<file path="src/atmcr_pkg.sv">
// atmcr_pkg: constants and state type for the alarm threshold and minimum capture bank
// assumes an upstream serial port decoder hands over byte-wide register accesses
package atmcr_pkg;

   // ****************************************************************
   // widths
   // ****************************************************************
   localparam int ADDR_W    = 8;
   localparam int DATA_W    = 8;
   localparam int PRES_W    = 20;
   localparam int HALF_W    = 16;

   // ****************************************************************
   // byte addresses
   // ****************************************************************
   localparam logic [7:0] ADDR_PRESSURE_TARGET_HIGH = 8'h16;
   localparam logic [7:0] ADDR_PRESSURE_TARGET_LOW  = 8'h17;
   localparam logic [7:0] ADDR_TEMPERATURE_TARGET   = 8'h18;
   localparam logic [7:0] ADDR_PRESSURE_WINDOW_HIGH = 8'h19;
   localparam logic [7:0] ADDR_PRESSURE_WINDOW_LOW  = 8'h1a;
   localparam logic [7:0] ADDR_TEMPERATURE_WINDOW   = 8'h1b;
   localparam logic [7:0] ADDR_MIN_PRESSURE_HIGH    = 8'h1c;
   localparam logic [7:0] ADDR_MIN_PRESSURE_MID     = 8'h1d;
   localparam logic [7:0] ADDR_MIN_PRESSURE_LOW     = 8'h1e;

   // ****************************************************************
   // field positions of the captured minimum
   // ****************************************************************
   localparam int MIN_HIGH_LSB = 12;
   localparam int MIN_MID_LSB  = 4;
   localparam int MIN_LOW_TOP  = 3;
   localparam int LOW_FLD_LSB  = 4;
   localparam logic [3:0] LOW_RSVD_VAL = 4'h0;

   // ****************************************************************
   // reset values and the unmapped read value
   // ****************************************************************
   localparam logic [7:0]  RST_BYTE  = 8'h00;
   localparam logic [15:0] RST_HALF  = 16'h0000;
   localparam logic [19:0] RST_PRES  = 20'h00000;
   localparam logic [7:0]  RDATA_UNMAPPED = 8'h00;

   typedef struct packed {
      logic [15:0] pressure_target_value;
      logic [7:0]  temperature_target;
      logic [15:0] pressure_window_reg;
      logic [7:0]  t_wnd;
      logic [19:0] p_min;
      logic [7:0]  rdata;
   } atmcr_state_t;

endpackage : atmcr_pkg

</file>
<file path="src/atmcr_min_cmp.sv">
// atmcr_min_cmp: decides whether a new pressure sample replaces the captured minimum
// assumes sample and stored value share the main clock; purely combinational
`timescale 1ns/10ps
`default_nettype none
module atmcr_min_cmp (
   input  wire logic [atmcr_pkg::PRES_W-1:0] i_cur,
   input  wire logic                         i_valid,
   input  wire logic [atmcr_pkg::PRES_W-1:0] i_sample,
   output logic                              o_take,
   output logic      [atmcr_pkg::PRES_W-1:0] o_next
);
   import atmcr_pkg::*;

   // ****************************************************************
   // compare
   // ****************************************************************
   always_comb begin
      o_take = i_valid && ((i_cur == RST_PRES) || (i_sample < i_cur));
      o_next = o_take ? i_sample : i_cur;
   end

endmodule : atmcr_min_cmp
`default_nettype wire

</file>
<file path="src/atmcr_regs.sv">
// atmcr_regs: alarm targets, alarm windows and captured minimum pressure bank
// assumes a byte register port from the serial decoder and samples on the same clock
`timescale 1ns/10ps
`default_nettype none

module atmcr_regs (
   input  wire logic                           i_clk,
   input  wire logic                           i_nrst,
   input  wire logic                           i_wr_en,
   input  wire logic                           i_rd_en,
   input  wire logic [atmcr_pkg::ADDR_W-1:0]   i_addr,
   input  wire logic [atmcr_pkg::DATA_W-1:0]   i_wdata,
   output logic      [atmcr_pkg::DATA_W-1:0]   o_rdata,
   input  wire logic                           i_p_sample_valid,
   input  wire logic [atmcr_pkg::PRES_W-1:0]   i_p_sample,
   output logic      [atmcr_pkg::HALF_W-1:0]   o_pressure_target_value,
   output logic      [atmcr_pkg::DATA_W-1:0]   o_temperature_target_value,
   output logic      [atmcr_pkg::HALF_W-1:0]   o_pressure_window_reg,
   output logic      [atmcr_pkg::DATA_W-1:0]   o_temperature_window_value,
   output logic      [atmcr_pkg::PRES_W-1:0]   o_min_pressure
);
   import atmcr_pkg::*;

   // ****************************************************************
   // state
   // ****************************************************************
   atmcr_state_t state_q;
   atmcr_state_t state_d;
   logic [PRES_W-1:0] min_after_wr;
   logic [PRES_W-1:0] min_next;
   logic              min_take;
   logic [7:0]        rd_byte;

   // ****************************************************************
   // capture unit
   // ****************************************************************
   // host write is applied first so a sample in the same cycle is never lost
   atmcr_min_cmp u_min_cmp (
      .i_cur    (min_after_wr),
      .i_valid  (i_p_sample_valid),
      .i_sample (i_p_sample),
      .o_take   (min_take),
      .o_next   (min_next)
   );

   // ****************************************************************
   // read mux
   // ****************************************************************
   always_comb begin
      case (i_addr)
         ADDR_PRESSURE_TARGET_HIGH: rd_byte = state_q.pressure_target_value[15:8];
         ADDR_PRESSURE_TARGET_LOW:  rd_byte = state_q.pressure_target_value[7:0];
         ADDR_TEMPERATURE_TARGET:   rd_byte = state_q.temperature_target;
         ADDR_PRESSURE_WINDOW_HIGH: rd_byte = state_q.pressure_window_reg[15:8];
         ADDR_PRESSURE_WINDOW_LOW:  rd_byte = state_q.pressure_window_reg[7:0];
         ADDR_TEMPERATURE_WINDOW:   rd_byte = state_q.t_wnd;
         ADDR_MIN_PRESSURE_HIGH:    rd_byte = state_q.p_min[PRES_W-1:MIN_HIGH_LSB];
         ADDR_MIN_PRESSURE_MID:     rd_byte = state_q.p_min[MIN_HIGH_LSB-1:MIN_MID_LSB];
         ADDR_MIN_PRESSURE_LOW:     rd_byte = {state_q.p_min[MIN_LOW_TOP:0], LOW_RSVD_VAL};
         default:                   rd_byte = RDATA_UNMAPPED;
      endcase
   end

   // ****************************************************************
   // next state
   // ****************************************************************
   always_comb begin
      state_d      = state_q;
      min_after_wr = state_q.p_min;
      if (i_wr_en) begin
         case (i_addr)
            ADDR_PRESSURE_TARGET_HIGH: state_d.pressure_target_value[15:8] = i_wdata;
            ADDR_PRESSURE_TARGET_LOW:  state_d.pressure_target_value[7:0]  = i_wdata;
            ADDR_TEMPERATURE_TARGET:   state_d.temperature_target = i_wdata;
            ADDR_PRESSURE_WINDOW_HIGH: state_d.pressure_window_reg[15:8] = i_wdata;
            ADDR_PRESSURE_WINDOW_LOW:  state_d.pressure_window_reg[7:0]  = i_wdata;
            ADDR_TEMPERATURE_WINDOW:   state_d.t_wnd = i_wdata;
            ADDR_MIN_PRESSURE_HIGH: begin
               min_after_wr[PRES_W-1:MIN_HIGH_LSB] = i_wdata;
            end
            ADDR_MIN_PRESSURE_MID: begin
               min_after_wr[MIN_HIGH_LSB-1:MIN_MID_LSB] = i_wdata;
            end
            ADDR_MIN_PRESSURE_LOW: begin
               min_after_wr[MIN_LOW_TOP:0] = i_wdata[7:LOW_FLD_LSB];
            end
            default: begin
               min_after_wr = state_q.p_min;
            end
         endcase
      end
      state_d.p_min = min_next;
      state_d.rdata = i_rd_en ? rd_byte : state_q.rdata;
   end

   // ****************************************************************
   // registers
   // ****************************************************************
   always_ff @(posedge i_clk or negedge i_nrst) begin
      if (!i_nrst) begin
         state_q.pressure_target_value <= RST_HALF;
         state_q.temperature_target <= RST_BYTE;
         state_q.pressure_window_reg <= RST_HALF;
         state_q.t_wnd <= RST_BYTE;
         state_q.p_min <= RST_PRES;
         state_q.rdata <= RST_BYTE;
      end else begin
         state_q <= state_d;
      end
   end

   assign o_rdata                    = state_q.rdata;
   assign o_pressure_target_value    = state_q.pressure_target_value;
   assign o_temperature_target_value = state_q.temperature_target;
   assign o_pressure_window_reg      = state_q.pressure_window_reg;
   assign o_temperature_window_value = state_q.t_wnd;
   assign o_min_pressure             = state_q.p_min;

   // ****************************************************************
   // checks
   // ****************************************************************
   ttgt_write_a: assert property (
      @(posedge i_clk) disable iff (!i_nrst)
      (i_wr_en && i_addr == ADDR_TEMPERATURE_TARGET)
      |=> (o_temperature_target_value == $past(i_wdata))
   ) else $error("temperature target not written");

   pwnd_order_a: assert property (
      @(posedge i_clk) disable iff (!i_nrst)
      (i_wr_en && i_addr == ADDR_PRESSURE_WINDOW_HIGH)
      |=> (o_pressure_window_reg[15:8] == $past(i_wdata))
          && $stable(o_pressure_window_reg[7:0])
   ) else $error("pressure window high byte misplaced");

   twnd_write_a: assert property (
      @(posedge i_clk) disable iff (!i_nrst)
      (i_wr_en && i_addr == ADDR_TEMPERATURE_WINDOW)
      |=> (o_temperature_window_value == $past(i_wdata))
   ) else $error("temperature window not written");

   min_holds_a: assert property (
      @(posedge i_clk) disable iff (!i_nrst)
      (!i_wr_en && o_min_pressure != RST_PRES)
      |=> (o_min_pressure <= $past(o_min_pressure))
   ) else $error("captured minimum rose without a write");

   min_int_read_a: assert property (
      @(posedge i_clk) disable iff (!i_nrst)
      (i_rd_en && i_addr == ADDR_MIN_PRESSURE_HIGH)
      |=> (o_rdata == $past(o_min_pressure[19:12]))
   ) else $error("minimum high byte readback wrong");

   min_frac_read_a: assert property (
      @(posedge i_clk) disable iff (!i_nrst)
      (i_rd_en && i_addr == ADDR_MIN_PRESSURE_LOW)
      |=> (o_rdata[3:0] == LOW_RSVD_VAL)
          && (o_rdata[7:4] == $past(o_min_pressure[3:0]))
   ) else $error("minimum low byte readback wrong");

   min_clear_a: assert property (
      @(posedge i_clk) disable iff (!i_nrst)
      (i_wr_en && i_addr == ADDR_MIN_PRESSURE_HIGH && i_wdata == RST_BYTE
       && !i_p_sample_valid)
      |=> (o_min_pressure[19:12] == RST_BYTE)
          && (o_min_pressure[11:0] == $past(o_min_pressure[11:0]))
   ) else $error("zero write did not clear minimum byte");

   ptgt_order_a: assert property (
      @(posedge i_clk) disable iff (!i_nrst)
      (i_wr_en && i_addr == ADDR_PRESSURE_TARGET_LOW)
      |=> (o_pressure_target_value[7:0] == $past(i_wdata))
          && $stable(o_pressure_target_value[15:8])
   ) else $error("pressure target low byte misplaced");

   capture_zero_a: assert property (
      @(posedge i_clk) disable iff (!i_nrst)
      (!i_wr_en && i_p_sample_valid && o_min_pressure == RST_PRES)
      |=> (o_min_pressure == $past(i_p_sample))
   ) else $error("cleared minimum did not take the sample");

   capture_less_a: assert property (
      @(posedge i_clk) disable iff (!i_nrst)
      (!i_wr_en && i_p_sample_valid && i_p_sample < o_min_pressure)
      ##1 (!i_wr_en && !i_p_sample_valid)
      |=> (o_min_pressure == $past(i_p_sample, 2))
          && $stable(o_min_pressure)
   ) else $error("smaller sample not captured");

   idle_stable_a: assert property (
      @(posedge i_clk) disable iff (!i_nrst)
      (!i_wr_en && !i_p_sample_valid) |=> $stable(o_min_pressure)
   ) else $error("minimum changed with no cause");

   rst_min_zero_a: assert property (
      @(posedge i_clk)
      !i_nrst
      |-> (o_min_pressure == RST_PRES) && (o_rdata == RST_BYTE)
   ) else $error("minimum not cleared in reset");

   rst_tgt_zero_a: assert property (
      @(posedge i_clk)
      !i_nrst
      |-> (o_pressure_target_value == RST_HALF) && (o_temperature_target_value == RST_BYTE)
   ) else $error("targets not cleared in reset");

   rst_wnd_zero_a: assert property (
      @(posedge i_clk)
      !i_nrst
      |-> (o_pressure_window_reg == RST_HALF) && (o_temperature_window_value == RST_BYTE)
   ) else $error("windows not cleared in reset");

   ptgt_high_a: assert property (
      @(posedge i_clk) disable iff (!i_nrst)
      (i_wr_en && i_addr == ADDR_PRESSURE_TARGET_HIGH)
      |=> (o_pressure_target_value[15:8] == $past(i_wdata)) && $stable(o_pressure_target_value[7:0])
   ) else $error("pressure target high byte misplaced");

   pwnd_low_a: assert property (
      @(posedge i_clk) disable iff (!i_nrst)
      (i_wr_en && i_addr == ADDR_PRESSURE_WINDOW_LOW)
      |=> (o_pressure_window_reg[7:0] == $past(i_wdata)) && $stable(o_pressure_window_reg[15:8])
   ) else $error("pressure window low byte misplaced");

   ptgt_read_a: assert property (
      @(posedge i_clk) disable iff (!i_nrst)
      (i_rd_en && i_addr == ADDR_PRESSURE_TARGET_HIGH)
      |=> (o_rdata == $past(o_pressure_target_value[15:8]))
   ) else $error("pressure target high readback wrong");

   pwnd_read_a: assert property (
      @(posedge i_clk) disable iff (!i_nrst)
      (i_rd_en && i_addr == ADDR_PRESSURE_WINDOW_LOW)
      |=> (o_rdata == $past(o_pressure_window_reg[7:0]))
   ) else $error("pressure window low readback wrong");

   ttgt_read_a: assert property (
      @(posedge i_clk) disable iff (!i_nrst)
      (i_rd_en && i_addr == ADDR_TEMPERATURE_TARGET)
      |=> (o_rdata == $past(o_temperature_target_value))
   ) else $error("temperature target readback wrong");

   twnd_read_a: assert property (
      @(posedge i_clk) disable iff (!i_nrst)
      (i_rd_en && i_addr == ADDR_TEMPERATURE_WINDOW)
      |=> (o_rdata == $past(o_temperature_window_value))
   ) else $error("temperature window readback wrong");

   min_mid_read_a: assert property (
      @(posedge i_clk) disable iff (!i_nrst)
      (i_rd_en && i_addr == ADDR_MIN_PRESSURE_MID)
      |=> (o_rdata == $past(o_min_pressure[11:4]))
   ) else $error("minimum middle byte readback wrong");

   min_low_write_a: assert property (
      @(posedge i_clk) disable iff (!i_nrst)
      (i_wr_en && i_addr == ADDR_MIN_PRESSURE_LOW && !i_p_sample_valid)
      |=> (o_min_pressure[3:0] == $past(i_wdata[7:4])) && $stable(o_min_pressure[19:4])
   ) else $error("minimum low byte write misplaced");

   min_mid_clear_a: assert property (
      @(posedge i_clk) disable iff (!i_nrst)
      (i_wr_en && i_addr == ADDR_MIN_PRESSURE_MID && i_wdata == RST_BYTE && !i_p_sample_valid)
      |=> (o_min_pressure[11:4] == RST_BYTE)
   ) else $error("zero write did not clear middle byte");

   capture_keep_a: assert property (
      @(posedge i_clk) disable iff (!i_nrst)
      (!i_wr_en && i_p_sample_valid && o_min_pressure != RST_PRES && i_p_sample >= o_min_pressure)
      |=> $stable(o_min_pressure)
   ) else $error("larger sample replaced the minimum");

   ttgt_hold_a: assert property (
      @(posedge i_clk) disable iff (!i_nrst)
      !(i_wr_en && i_addr == ADDR_TEMPERATURE_TARGET)
      |=> $stable(o_temperature_target_value)
   ) else $error("temperature target changed without a write");

   twnd_hold_a: assert property (
      @(posedge i_clk) disable iff (!i_nrst)
      !(i_wr_en && i_addr == ADDR_TEMPERATURE_WINDOW)
      |=> $stable(o_temperature_window_value)
   ) else $error("temperature window changed without a write");

endmodule : atmcr_regs
`default_nettype wire

</file>
<file path="config.mk">
export PLATFORM = sky130hd
export DESIGN_NAME = atmcr_regs
export DESIGN_NICKNAME = d
export VERILOG_FILES = /design/src/atmcr_pkg.sv /design/src/atmcr_min_cmp.sv /design/src/atmcr_regs.sv
export SDC_FILE = /design/constraint.sdc
export NUM_CORES = 1
export LEC_CHECK = 0
export ABC_AREA = 1
export BUFFER_PORTS_ARGS = -buffer_cell sky130_fd_sc_hd__buf_2
export CELL_PAD_IN_SITES_DETAIL_PLACEMENT = 0
export CELL_PAD_IN_SITES_GLOBAL_PLACEMENT = 1
export CORE_UTILIZATION = 33
export DETAILED_ROUTE_END_ITERATION = 8
export HOLD_SLACK_MARGIN = 0.03
export PLACE_DENSITY_LB_ADDON = 0.1
export SYNTH_ARGS = -nofsm -noshare
export SYNTH_HDL_FRONTEND = slang
export SYNTH_SLANG_ARGS = --single-unit
</file>
<file path="constraint.sdc">
create_clock -name i_clk -period 3.9 [get_ports i_clk]
set_clock_uncertainty 0.1 [all_clocks]
set_input_delay 0.78 -clock i_clk [delete_from_list [all_inputs] [get_ports i_clk]]
set_output_delay 0.78 -clock i_clk [all_outputs]
set_load 0.005 [all_outputs]
</file>
==> results by group, run 1 <==
Critical path
  – Crit Reg-Reg Endpoint: o_min_pressure[1]$_DFF_PN0_
  – Required time worst endpoint: 4.07 ns
  – R2R Setup Slk: 1.35 ns
  – Reg-to-reg startpoint: o_min_pressure[7]$_DFF_PN0_
  – Crit path kind: input port to flip-flop
  – Worst EP arrival: 3.66 ns
  – Kind of end point of the critical path: flip-flop
  – CP Launch Type: input port
  – Reg2Reg Depth: 14
  – Crit path max fanout: 20

Logic synthesis
  – Mapped cell area: 4233 um^2
  – EDFF count, synth: 0
  – Most common cell in the netlist: nand2_1
  – Yosys cell types: 31
  – Cells after Synth: 564
  – Seq cells post-synth: 76
  – Yosys Warn Count: 0
  – Post-synthesis sequential area ratio: 44.93%
  – Most used flip-flop cell after synthesis: dfrtp_1
  – Synth area leaders: dfrtp_1, nand2_1, o21ai_0
  – FFs w/ async S/R, synth: 100.0%
  – Top-area cell type share of the netlist area: 44.93%
  – Post-synthesis area per instance: 7.505 um^2
  – Syn Nets: 624
  – Top cell type by total area after synthesis: dfrtp_1
  – Top post-synthesis cells by count: nand2_1, dfrtp_1, o21ai_0, inv_1, nand3_1

Finish
  – Max FFs per register: 20
  – Layout cells sized above 1: 22.25%
  – Nets: 739
  – Syn-to-layout area delta: 23.85%

Detailed routing
  – Routed len/inst: 16.26 um
  – Drt initial violations: 204
  – Vias: 4,150
  – DRC violations left: 0
  – Routed Antenna Nets: 0
  – Vias per inst: 4.848
  – Final wirelength: 13.92 mm
  – First-pass DRT Iterations: 4

Hold path
  – Hold path depth: 1
  – Hold_sp: o_rdata[3]$_DFFE_PN0P_
  – Hold WC Path Type: flip-flop to flip-flop
  – Hold worst-path end: o_rdata[3]$_DFFE_PN0P_

Timing
  – Tcrit/Tclk final: 89.62%
  – RSZ-0062 raised after global routing: false
  – Worst Tran Pin Value: 0.9704 ns
  – Post-route setup TNS: 0 ns
  – Slew Limit Fails: 0
  – Minimum clock period: 3.495 ns
  – Setup WS post-layout: 0.4048 ns
  – Hold slack final: 0.3742 ns
  – Slew margin rel.: 35.30%
  – Final Hold Fails: 0
  – Max frequency: 286.1 MHz
  – Final Setup Violations: 0

Floorplanning
  – # IOs: 117
  – Die Ht: 115.3 um
  – Die Wd: 115.3 um
  – Core area: 12,570 um^2
  – Row count: 41
  – Starting density of the core: 33.68%
  – DIE AREA: 13,280 um^2

Clocking
  – Worst-path clk slew: 0.06 ns
  – Total CTS buffers: 9
  – Root buffer cell: clkbuf_16
  – Htree depth: 3
  – Clk sinks: 76
  – Post-CTS Setup Inserts: 0
  – Max Buffers Root-to-Sink: 2
  – Cts hold-fix bufs: 0
  – CTS resizes: 0
  – CTS tree: done
  – Clk_lat worst skew: 0.33 ns

Global routing
  – GRT Util Overall: 22.30%
  – Global-route wire length before repair: 21.76 mm
  – Largest net degree at the start of global routing: 77
  – Initial antenna violation count: 1
  – Number of global-route vias before repair: 4,057
  – GRT overflow: 0

Placement
  – RePlAce Congestion: 0.8241
  – Placement Setup Slack: 0.05718 ns
  – Hpwl dp: 10.78 mm
  – IO Port Bufs: 116

Power
  – Flop pwr share: 38.6%
  – Clock Power Share: 27.8%
  – Logic gate share of total power: 33.6%
  – PD cells: 512.3 nW/um^2
  – Cell Int Power: 1.686 mW
  – Sw Ratio: 37.21%
  – Leak Pwr: 2.903 nW
  – Worst vdd ir: 0.0002099 V
  – Psw: 0.9994 mW

Flow run
  – Max Cap Viol: 0

Run status
  – Status: complete, no violations
==> layout make-up <==
type                            count  area [um^2]
Antenna cell                        1        2.502
Clock buffer                       10        229.0
Clock inverter                      5        30.03
Fill cell                        1353         7326
Inverter                           58        217.7
Multi-Input combinational cell    412         2018
Sequential cell                    76         1902
Tap cell                          172        215.2
Timing Repair Buffer              122        628.1
==> cells in the final DEF, fill, tap and decap left out, types with 3 or more instances in the layout <==
cell type  count
o21ai_1        9
ha_1          19
o211ai_1       3
a221oi_1       7
clkinv_2       3
nand2_2        4
nand2_1      205
inv_2          4
nor2_2         4
dfrtp_1       76
nand4_1        5
nor2_1        18
clkbuf_16      9
inv_1         52
nand3_1       47
buf_2        115
a31oi_1        3
buf_4          7
o21ai_0       64
a21oi_1       11
==> worst max-delay path: stages <==
cell	delay, ns
buf_2	0.10
nor2_1	0.09
nand3_1	0.21
nor2_2	0.26
nand2_1	0.26
o21ai_1	0.30
inv_1	0.10
ha_1	0.28
nand2_1	0.06
nor2_1	0.12
nand2_1	0.11
nor4_1	0.17
nand2_1	0.12
nand2_1	0.08
nand2_2	0.12
nand2_2	0.32
nand2_1	0.10
nand2_1	0.08
==> worst max path at each step <==
stage                                         to       from
CTS                  o_min_pressure[7]$_DFF_PN0_  i_addr[7]
global placement    o_min_pressure[17]$_DFF_PN0_  i_addr[7]
finish               o_min_pressure[1]$_DFF_PN0_  i_addr[7]
detailed placement   o_min_pressure[7]$_DFF_PN0_  i_addr[7]
floorplan            o_min_pressure[1]$_DFF_PN0_  i_addr[5]
global route         o_min_pressure[3]$_DFF_PN0_  i_addr[7]
==> through the flow <==
step	power, mW	std cells	util [%]	area (um^2)
after CTS	2.714	855	41.69	5240
after detailed placement	1.963	840	39.63	4981
after global placement	1.948	840	39.63	4981
after floorplan	1.598	564	-	4233
after global routing	2.893	855	41.69	5240
final	2.685	856	41.71	5243
==> logic make-up (layout without fill, tap and decap cells) <==
family | count (synthesis) | after routing | share of synthesized area (%)
AND/OR/NAND/NOR | 291 | 291 | 28.79
flip-flops | 76 | 76 | 44.93
buffers and inverters | 76 | 195 | 7.390
adder cells (fa/ha/maj) | 19 | 19 | 5.616
AO/OA/AOI/OAI | 102 | 102 | 13.27
other | 0 | 1 | 0
==> power by group through the flow <==
stage / Combinational (mW) / Sequential (mW) / Clock [mW]
2_1_floorplan: 0.581 / 1.02 / 0
3_3_place_gp: 0.899 / 1.05 / 0
3_5_place_dp: 0.913 / 1.05 / 0
4_1_cts: 0.916 / 1.04 / 0.762
5_1_grt: 1.05 / 1.05 / 0.791
6_report: 0.901 / 1.04 / 0.747
==> metal layers <==
layer	wire [um]	up-vias	share of wire, %	track usage, %
li1	-	2072	-	-
met5	0	-	0	0
met4	190	0	1.4	6.407
met3	598	15	4.3	4.112
met1	6358	1947	46	28.53
met2	6773	116	49	38.39
No activity file was read; power rests on OpenSTA's default activity.
==> run 2: changes to the inputs <==
==> constraint.sdc (replaced) <==
create_clock -name i_clk -period 3.15 [get_ports i_clk]
set_clock_uncertainty 0.1 [all_clocks]
set_input_delay 0.63 -clock i_clk [delete_from_list [all_inputs] [get_ports i_clk]]
set_output_delay 0.63 -clock i_clk [all_outputs]
set_load 0.005 [all_outputs]
==> results by group, run 2 (synthesized netlist as in run 1, its figures left out) <==
Power
  – Logic gate share of total power: 34.6% (+1.0 points)
  – Psw: 1.289 mW (+29%)
  – Clock Power Share: 30.5% (+2.7 points)
  – PD cells: 665.2 nW/um^2 (+30%)
  – Flop pwr share: 34.9% (-3.7 points)
  – Sw Ratio: 35.23% (-2.0 points)
  – Tot Pwr: 3.658 mW (+36%)
  – Worst vdd ir: 0.0003200 V (+52%)
  – Leak Pwr: 3.061 nW (+5.4%)
  – Cell Int Power: 2.370 mW (+41%)

Critical path
  – CP top delay family: simple AND/OR/NAND/NOR gates
  – Crit path kind: input port to flip-flop
  – Worst path cell trace: buf_2 -> inv_2 -> nand2_1 -> nor2_2 -> buf_4 -> nand2_1 -> nor2_4 -> or2_1 -> o21ai_1 -> ha_1 -> nand2_1 -> nor2_1 -> nand2_1 -> nor4_1 -> nand2_1 -> nand2_1 -> nand2_2 -> buf_4 -> nand3_1 -> nand2_1
  – Worst path max stage delay: 0.28 ns (-0.04 ns)
  – CP Launch Type: input port
  – Bufs and invs on worst path: 4 (+2)
  – CP max-delay cell: ha_1
  – Required time worst endpoint: 3.28 ns (-0.79 ns)
  – Crit path max fanout: 13 (-35%)
  – Most used cell, CP: nand2_1
  – Worst EP arrival: 2.95 ns (-0.71 ns)
  – Kind of end point of the critical path: flip-flop

Floorplanning
  – Core area: 12,570 um^2 (unchanged)
  – Die Ht: 115.3 um (unchanged)
  – Starting density of the core: 33.68% (unchanged)
  – Die Wd: 115.3 um (unchanged)
  – Row count: 41 (unchanged)
  – # IOs: 117 (unchanged)
  – DIE AREA: 13,280 um^2 (unchanged)

Finish
  – Syn-to-layout area delta: 29.91%
  – Commonest non-fill, non-tap cell in the layout: nand2_1
  – Layout cells sized above 1: 25.07% (+2.8 points)
  – Max FFs per register: 20 (unchanged)
  – FILL cells: 1,354 (+0.074%)
  – Most frequent cells in the layout: nand2_1, buf_2, dfrtp_1
  – Nets: 765 (+3.5%)
  – Ant diodes: 0 (-1)

Hold path
  – Hold WC Path Type: input port to async pin

Placement
  – Hpwl dp: 11.13 mm (+3.3%)
  – Placement Setup Slack: -0.2313 ns (-0.2885 ns)
  – RePlAce Congestion: 0.8639 (+4.8%)
  – IO Port Bufs: 116 (unchanged)

Detailed routing
  – Final wirelength: 14.56 mm (+4.6%)
  – Routed len/inst: 16.50 um (+1.5%)
  – Drt initial violations: 235 (+15%)
  – Vias: 4,212 (+1.5%)
  – First-pass DRT Iterations: 5 (+1)
  – DRC violations left: 0 (unchanged)
  – Routed Antenna Nets: 0 (unchanged)
  – Vias per inst: 4.776 (-1.5%)

Timing
  – Tcrit/Tclk final: 89.38%
  – Minimum clock period: 2.815 ns
  – Final Hold Fails: 0 (unchanged)
  – Worst Tran Pin Value: 1.024 ns (+0.05341 ns)
  – Setup WS post-layout: 0.3345 ns (-0.07027 ns)
  – Slew margin rel.: 31.74% (-3.6 points)
  – Max frequency: 355.2 MHz
  – Final Setup Violations: 0 (unchanged)
  – Slew Limit Fails: 0 (unchanged)

Global routing
  – Global-route wire length before repair: 22.91 mm (+5.3%)
  – Largest net degree at the start of global routing: 77 (unchanged)
  – GRT overflow: 0 (unchanged)
  – GRT Util Overall: 23.73% (+1.4 points)
  – Number of global-route vias before repair: 4,178 (+3.0%)
  – Initial antenna violation count: 0 (-1)

Clocking
  – Max Buffers Root-to-Sink: 2 (unchanged)
  – Worst-path clk slew: 0.06 ns (about the same)
  – Htree depth: 3 (unchanged)
  – CTS tree: done
  – Clk sinks: 76 (unchanged)
  – Clk_lat worst skew: 0.34 ns (about the same)
  – Total CTS buffers: 9 (unchanged)
  – Root buffer cell: clkbuf_16

Run status
  – Status: complete, no violations

Flow run
  – Max Cap Viol: 0 (unchanged)
-- run 2: cell types whose count changed in the layout (fill, tap and decap cells not counted) --
| cell | delta |
|---|---|
| o21ai_1 | +1 |
| buf_4 | +26 |
| clkinv_4 | +1 |
| nand2_4 | +1 |
| nand2_1 | -1 |
| clkinv_2 | -2 |
| o21ai_0 | -1 |
| nor2_4 | +1 |
| diode_2 | -1 |
| bufinv_16 | +2 |
| clkinvlp_4 | -2 |
| clkbuf_1 | +2 |
| nor2_2 | -1 |
-- run 2: worst paths after layout --
kind	cells after the start	end	slack, ns	start
worst max-delay path	20	o_min_pressure[7]$_DFF_PN0_	0.33	i_addr[5]
worst min-delay path	1	o_pressure_window_reg[0]$_DFFE_PN0P_	0.36	i_nrst
worst max register to register	12	o_min_pressure[1]$_DFF_PN0_	0.83	o_min_pressure[5]$_DFF_PN0_
worst min register to register	2	o_rdata[1]$_DFFE_PN0P_	0.38	o_rdata[1]$_DFFE_PN0P_
max in group asynchronous	1	o_temperature_window_value[6]$_DFFE_PN0P_	1.93	i_nrst
min in group i_clk	2	o_rdata[1]$_DFFE_PN0P_	0.38	o_rdata[1]$_DFFE_PN0P_
-- run 2: metrics by stage --
| step | hold WS (ns) | std cells | TNS [ns] | cell area [um^2] | utilization, % |
|---|---|---|---|---|---|
| 4_1_cts | 0.3790 | 882 | 0 | 5487 | 43.65 |
| 3_5_place_dp | 0.3624 | 866 | -3.855 | 5176 | 41.18 |
| 6_report | 0.3591 | 882 | 0 | 5499 | 43.75 |
| 3_3_place_gp | 0.3576 | 866 | -1.799 | 5176 | 41.18 |
| 2_1_floorplan | 0.2344 | 564 | 0 | 4233 | - |
| 5_1_grt | 0.3987 | 882 | -0.001977 | 5499 | 43.75 |
-- run 2: layer usage --
| metal | up-vias | GRT usage [%] | wire [um] | part of all wire [%] |
|---|---|---|---|---|
| li1 | 2124 | - | - | - |
| met1 | 1964 | 31.03 | 6491 | 45 |
| met2 | 107 | 39.72 | 7168 | 49 |
| met3 | 17 | 3.374 | 620 | 4.3 |
| met4 | 0 | 9.091 | 276 | 1.9 |
| met5 | - | 0 | 0 | 0 |
-- run 2: power groups by stage --
stage | clock, mW | sequential [mW] | combinational (mW)
global placement | 0 | 1.30 | 1.27
detailed placement | 0 | 1.30 | 1.27
finish | 1.11 | 1.28 | 1.27
floorplan | 0 | 1.26 | 0.720
global route | 1.18 | 1.30 | 1.48
CTS | 1.14 | 1.28 | 1.28
-- run 2: layout make-up --
cell class	instances	area (um^2)	share of cell area, %
sequential	76	1902	34.58
clock buffer	12	236.5	4.300
inverter	58	217.7	3.959
clock inverter	4	73.82	1.342
multi-input combinational	412	2031	36.93
timing repair buffer	148	823.3	14.97
tap	172	215.2	3.914
-- run 2: what timing repair did --
action,in CTS,in global routing
hold buffers,0,0
endpoints found under the setup margin,0,20
buffers inserted,0,0
gates resized for setup,0,4
hold endpoints to repair,0,0
-- run 2: worst reg2reg max path, delay by kind of cell (launching register included) --
kind / cells / cell delay, ns
compound gates: 5 / 0.76
simple gates: 6 / 0.60
fa+ha+maj: 1 / 0.31
flops: 1 / 0.44
==> run 3: changes to the inputs <==
--- a/config.mk
+++ b/config.mk
@@ -9,7 +9,7 @@
 export BUFFER_PORTS_ARGS = -buffer_cell sky130_fd_sc_hd__buf_2
 export CELL_PAD_IN_SITES_DETAIL_PLACEMENT = 0
 export CELL_PAD_IN_SITES_GLOBAL_PLACEMENT = 1
-export CORE_UTILIZATION = 33
+export CORE_UTILIZATION = 34
 export DETAILED_ROUTE_END_ITERATION = 8
 export HOLD_SLACK_MARGIN = 0.03
 export PLACE_DENSITY_LB_ADDON = 0.1
==> results by group, run 3 (synthesized netlist as in run 1, its figures left out) <==
Finish
  – Commonest non-fill, non-tap cell in the layout: nand2_1
  – Reg area: 1902 um^2 (unchanged)
  – Ant diodes: 0 (unchanged)
  – Multi-input gate area: 2026 um^2 (-0.25%)
  – Max FFs per register: 20 (unchanged)
  – FILL cells: 1,261 (-6.9%)
  – Syn-to-layout area delta: 30.24%
  – Nets: 769 (+0.52%)
  – Most frequent cells in the layout: nand2_1, buf_2, dfrtp_1
  – Layout cells sized above 1: 25.91% (+0.84 points)

Timing
  – Hold slack final: 0.3537 ns (-0.005402 ns)
  – Final Hold Fails: 0 (unchanged)
  – Max frequency: 349.0 MHz (-1.7%)
  – Tcrit/Tclk final: 90.96% (+1.6 points)
  – Slew Limit Fails: 0 (unchanged)
  – RSZ-0062 raised after global routing: false
  – Setup WS post-layout: 0.2848 ns (-0.04975 ns)
  – Final Setup Violations: 0 (unchanged)
  – Slew margin rel.: 32.73% (+0.99 points)
  – Worst Tran Pin Value: 1.009 ns (-0.01488 ns)
  – Minimum clock period: 2.865 ns (+0.04975 ns)

Clocking
  – CTS tree: done
  – Post-CTS Setup Inserts: 0 (unchanged)
  – Clk_lat worst skew: 0.34 ns (about the same)
  – CTS resizes: 0 (unchanged)
  – Total CTS buffers: 9 (unchanged)
  – Root buffer cell: clkbuf_16
  – Cts hold-fix bufs: 0 (unchanged)
  – Clk sinks: 76 (unchanged)
  – Htree depth: 3 (unchanged)
  – Max Buffers Root-to-Sink: 2 (unchanged)
  – Worst-path clk slew: 0.06 ns (about the same)

Flow run
  – Max Cap Viol: 0 (unchanged)

Floorplanning
  – Row count: 40 (-2.4%)
  – # IOs: 117 (unchanged)
  – Core area: 12,060 um^2 (-4.0%)
  – Starting density of the core: 35.09% (+1.4 points)
  – DIE AREA: 12,900 um^2 (-2.9%)
  – Die Wd: 113.6 um (-1.5%)
  – Die Ht: 113.6 um (-1.5%)

Critical path
  – Required time worst endpoint: 3.28 ns (about the same)
  – Reg-to-reg startpoint: o_min_pressure[14]$_DFF_PN0_
  – CP Launch Point: i_addr[5]
  – Worst EP arrival: 2.99 ns (+0.04 ns)
  – Kind of end point of the critical path: flip-flop
  – Crit path kind: input port to flip-flop
  – Crit path max fanout: 9 (-4)
  – CP Launch Type: input port

Detailed routing
  – Routed Antenna Nets: 0 (unchanged)
  – First-pass DRT Iterations: 4 (-1)
  – Drt initial violations: 311 (+32%)
  – Vias: 4,245 (+0.78%)
  – Final wirelength: 14.28 mm (-1.9%)
  – DRC violations left: 0 (unchanged)
  – Routed len/inst: 16.19 um (-1.9%)
  – Vias per inst: 4.813 (+0.78%)

Global routing
  – Largest net degree at the start of global routing: 77 (unchanged)
  – Number of global-route vias before repair: 4,121 (-1.4%)
  – GRT Util Overall: 23.37% (-0.36 points)
  – Initial antenna violation count: 1 (+1)
  – GRT overflow: 0 (unchanged)
  – Global-route wire length before repair: 22.47 mm (-1.9%)

Placement
  – RePlAce Congestion: 0.8372 (-3.1%)
  – Placement Setup Slack: -0.1221 ns (+0.1092 ns)
  – Hpwl dp: 11.07 mm (-0.57%)
  – IO Port Bufs: 116 (unchanged)

Power
  – Leak Pwr: 3.070 nW (+0.31%)
  – PD cells: 654.6 nW/um^2 (-1.6%)
  – Worst vdd ir: 0.0003033 V (-5.2%)

Hold path
  – Hold WC Path Type: input port to async pin

Run status
  – Status: complete, no violations
run 3: power by group:
part | total (mW) | switching (mW) | internal (mW)
registers | 1.28 | 0.145 | 1.13
clock network | 1.07 | 0.414 | 0.654
logic | 1.26 | 0.723 | 0.540
total | 3.61 | 1.28 | 2.33
run 3: path summary, 6_finish.rpt:
path / slack [ns] / end / cells after the start
worst min register to register: 0.37 / o_rdata[3]$_DFFE_PN0P_ / 1
worst min-delay path: 0.35 / o_temperature_target_value[5]$_DFFE_PN0P_ / 1
worst max register to register: 0.85 / o_min_pressure[1]$_DFF_PN0_ / 14
worst max-delay path: 0.28 / o_min_pressure[1]$_DFF_PN0_ / 20
max in group asynchronous: 1.94 / o_min_pressure[16]$_DFF_PN0_ / 1
min in group i_clk: 0.37 / o_rdata[3]$_DFFE_PN0P_ / 1
run 3: critical path, cell delays in order:
cell and delay (ns):
buf_2 0.10, inv_2 0.04, nand2_1 0.05, nor2_2 0.23, nand2_1 0.17, nor2_2 0.19
nand2_1 0.07, nand2_1 0.11, ha_1 0.25, a21oi_1 0.16, o21ai_0 0.13, nand2_1 0.08
o211ai_1 0.10, a21oi_1 0.13, nand2_1 0.08, nand2_2 0.08, nand2_2 0.06, buf_4 0.18
nand2_1 0.06, nand2_1 0.06
run 3: layout make-up:
type                    count  area share [%]
flip-flops and latches     76           34.50
inverters                  58           3.949
repair buffers            152           15.48
clock buffers              12           4.653
clock inverters             4          0.8625
multi-input cells         412           36.75
well taps                 168           3.813
run 3: metal layers:
layer	share of wire, %	track usage (%)	wire [um]	vias up
met1	46	30.35	6538	1982
met3	4.2	3.560	599	17
li1	-	-	-	2136
met5	0	0	0	-
met2	48	38.86	6803	110
met4	2.4	9.737	336	0
run 3: per-stage QoR:
| step | TNS [ns] | utilization (%) | cells | power (mW) | instance area (um^2) |
|---|---|---|---|---|---|
| after floorplan | 0 | - | 564 | 1.979 | 4233 |
| after global placement | -1.263 | 43.12 | 866 | 2.549 | 5201 |
| after detailed placement | -1.984 | 43.12 | 866 | 2.564 | 5201 |
| after CTS | 0 | 45.64 | 882 | 3.642 | 5505 |
| after global routing | 0 | 45.71 | 882 | 3.872 | 5513 |
| final | 0 | 45.71 | 882 | 3.609 | 5513 |
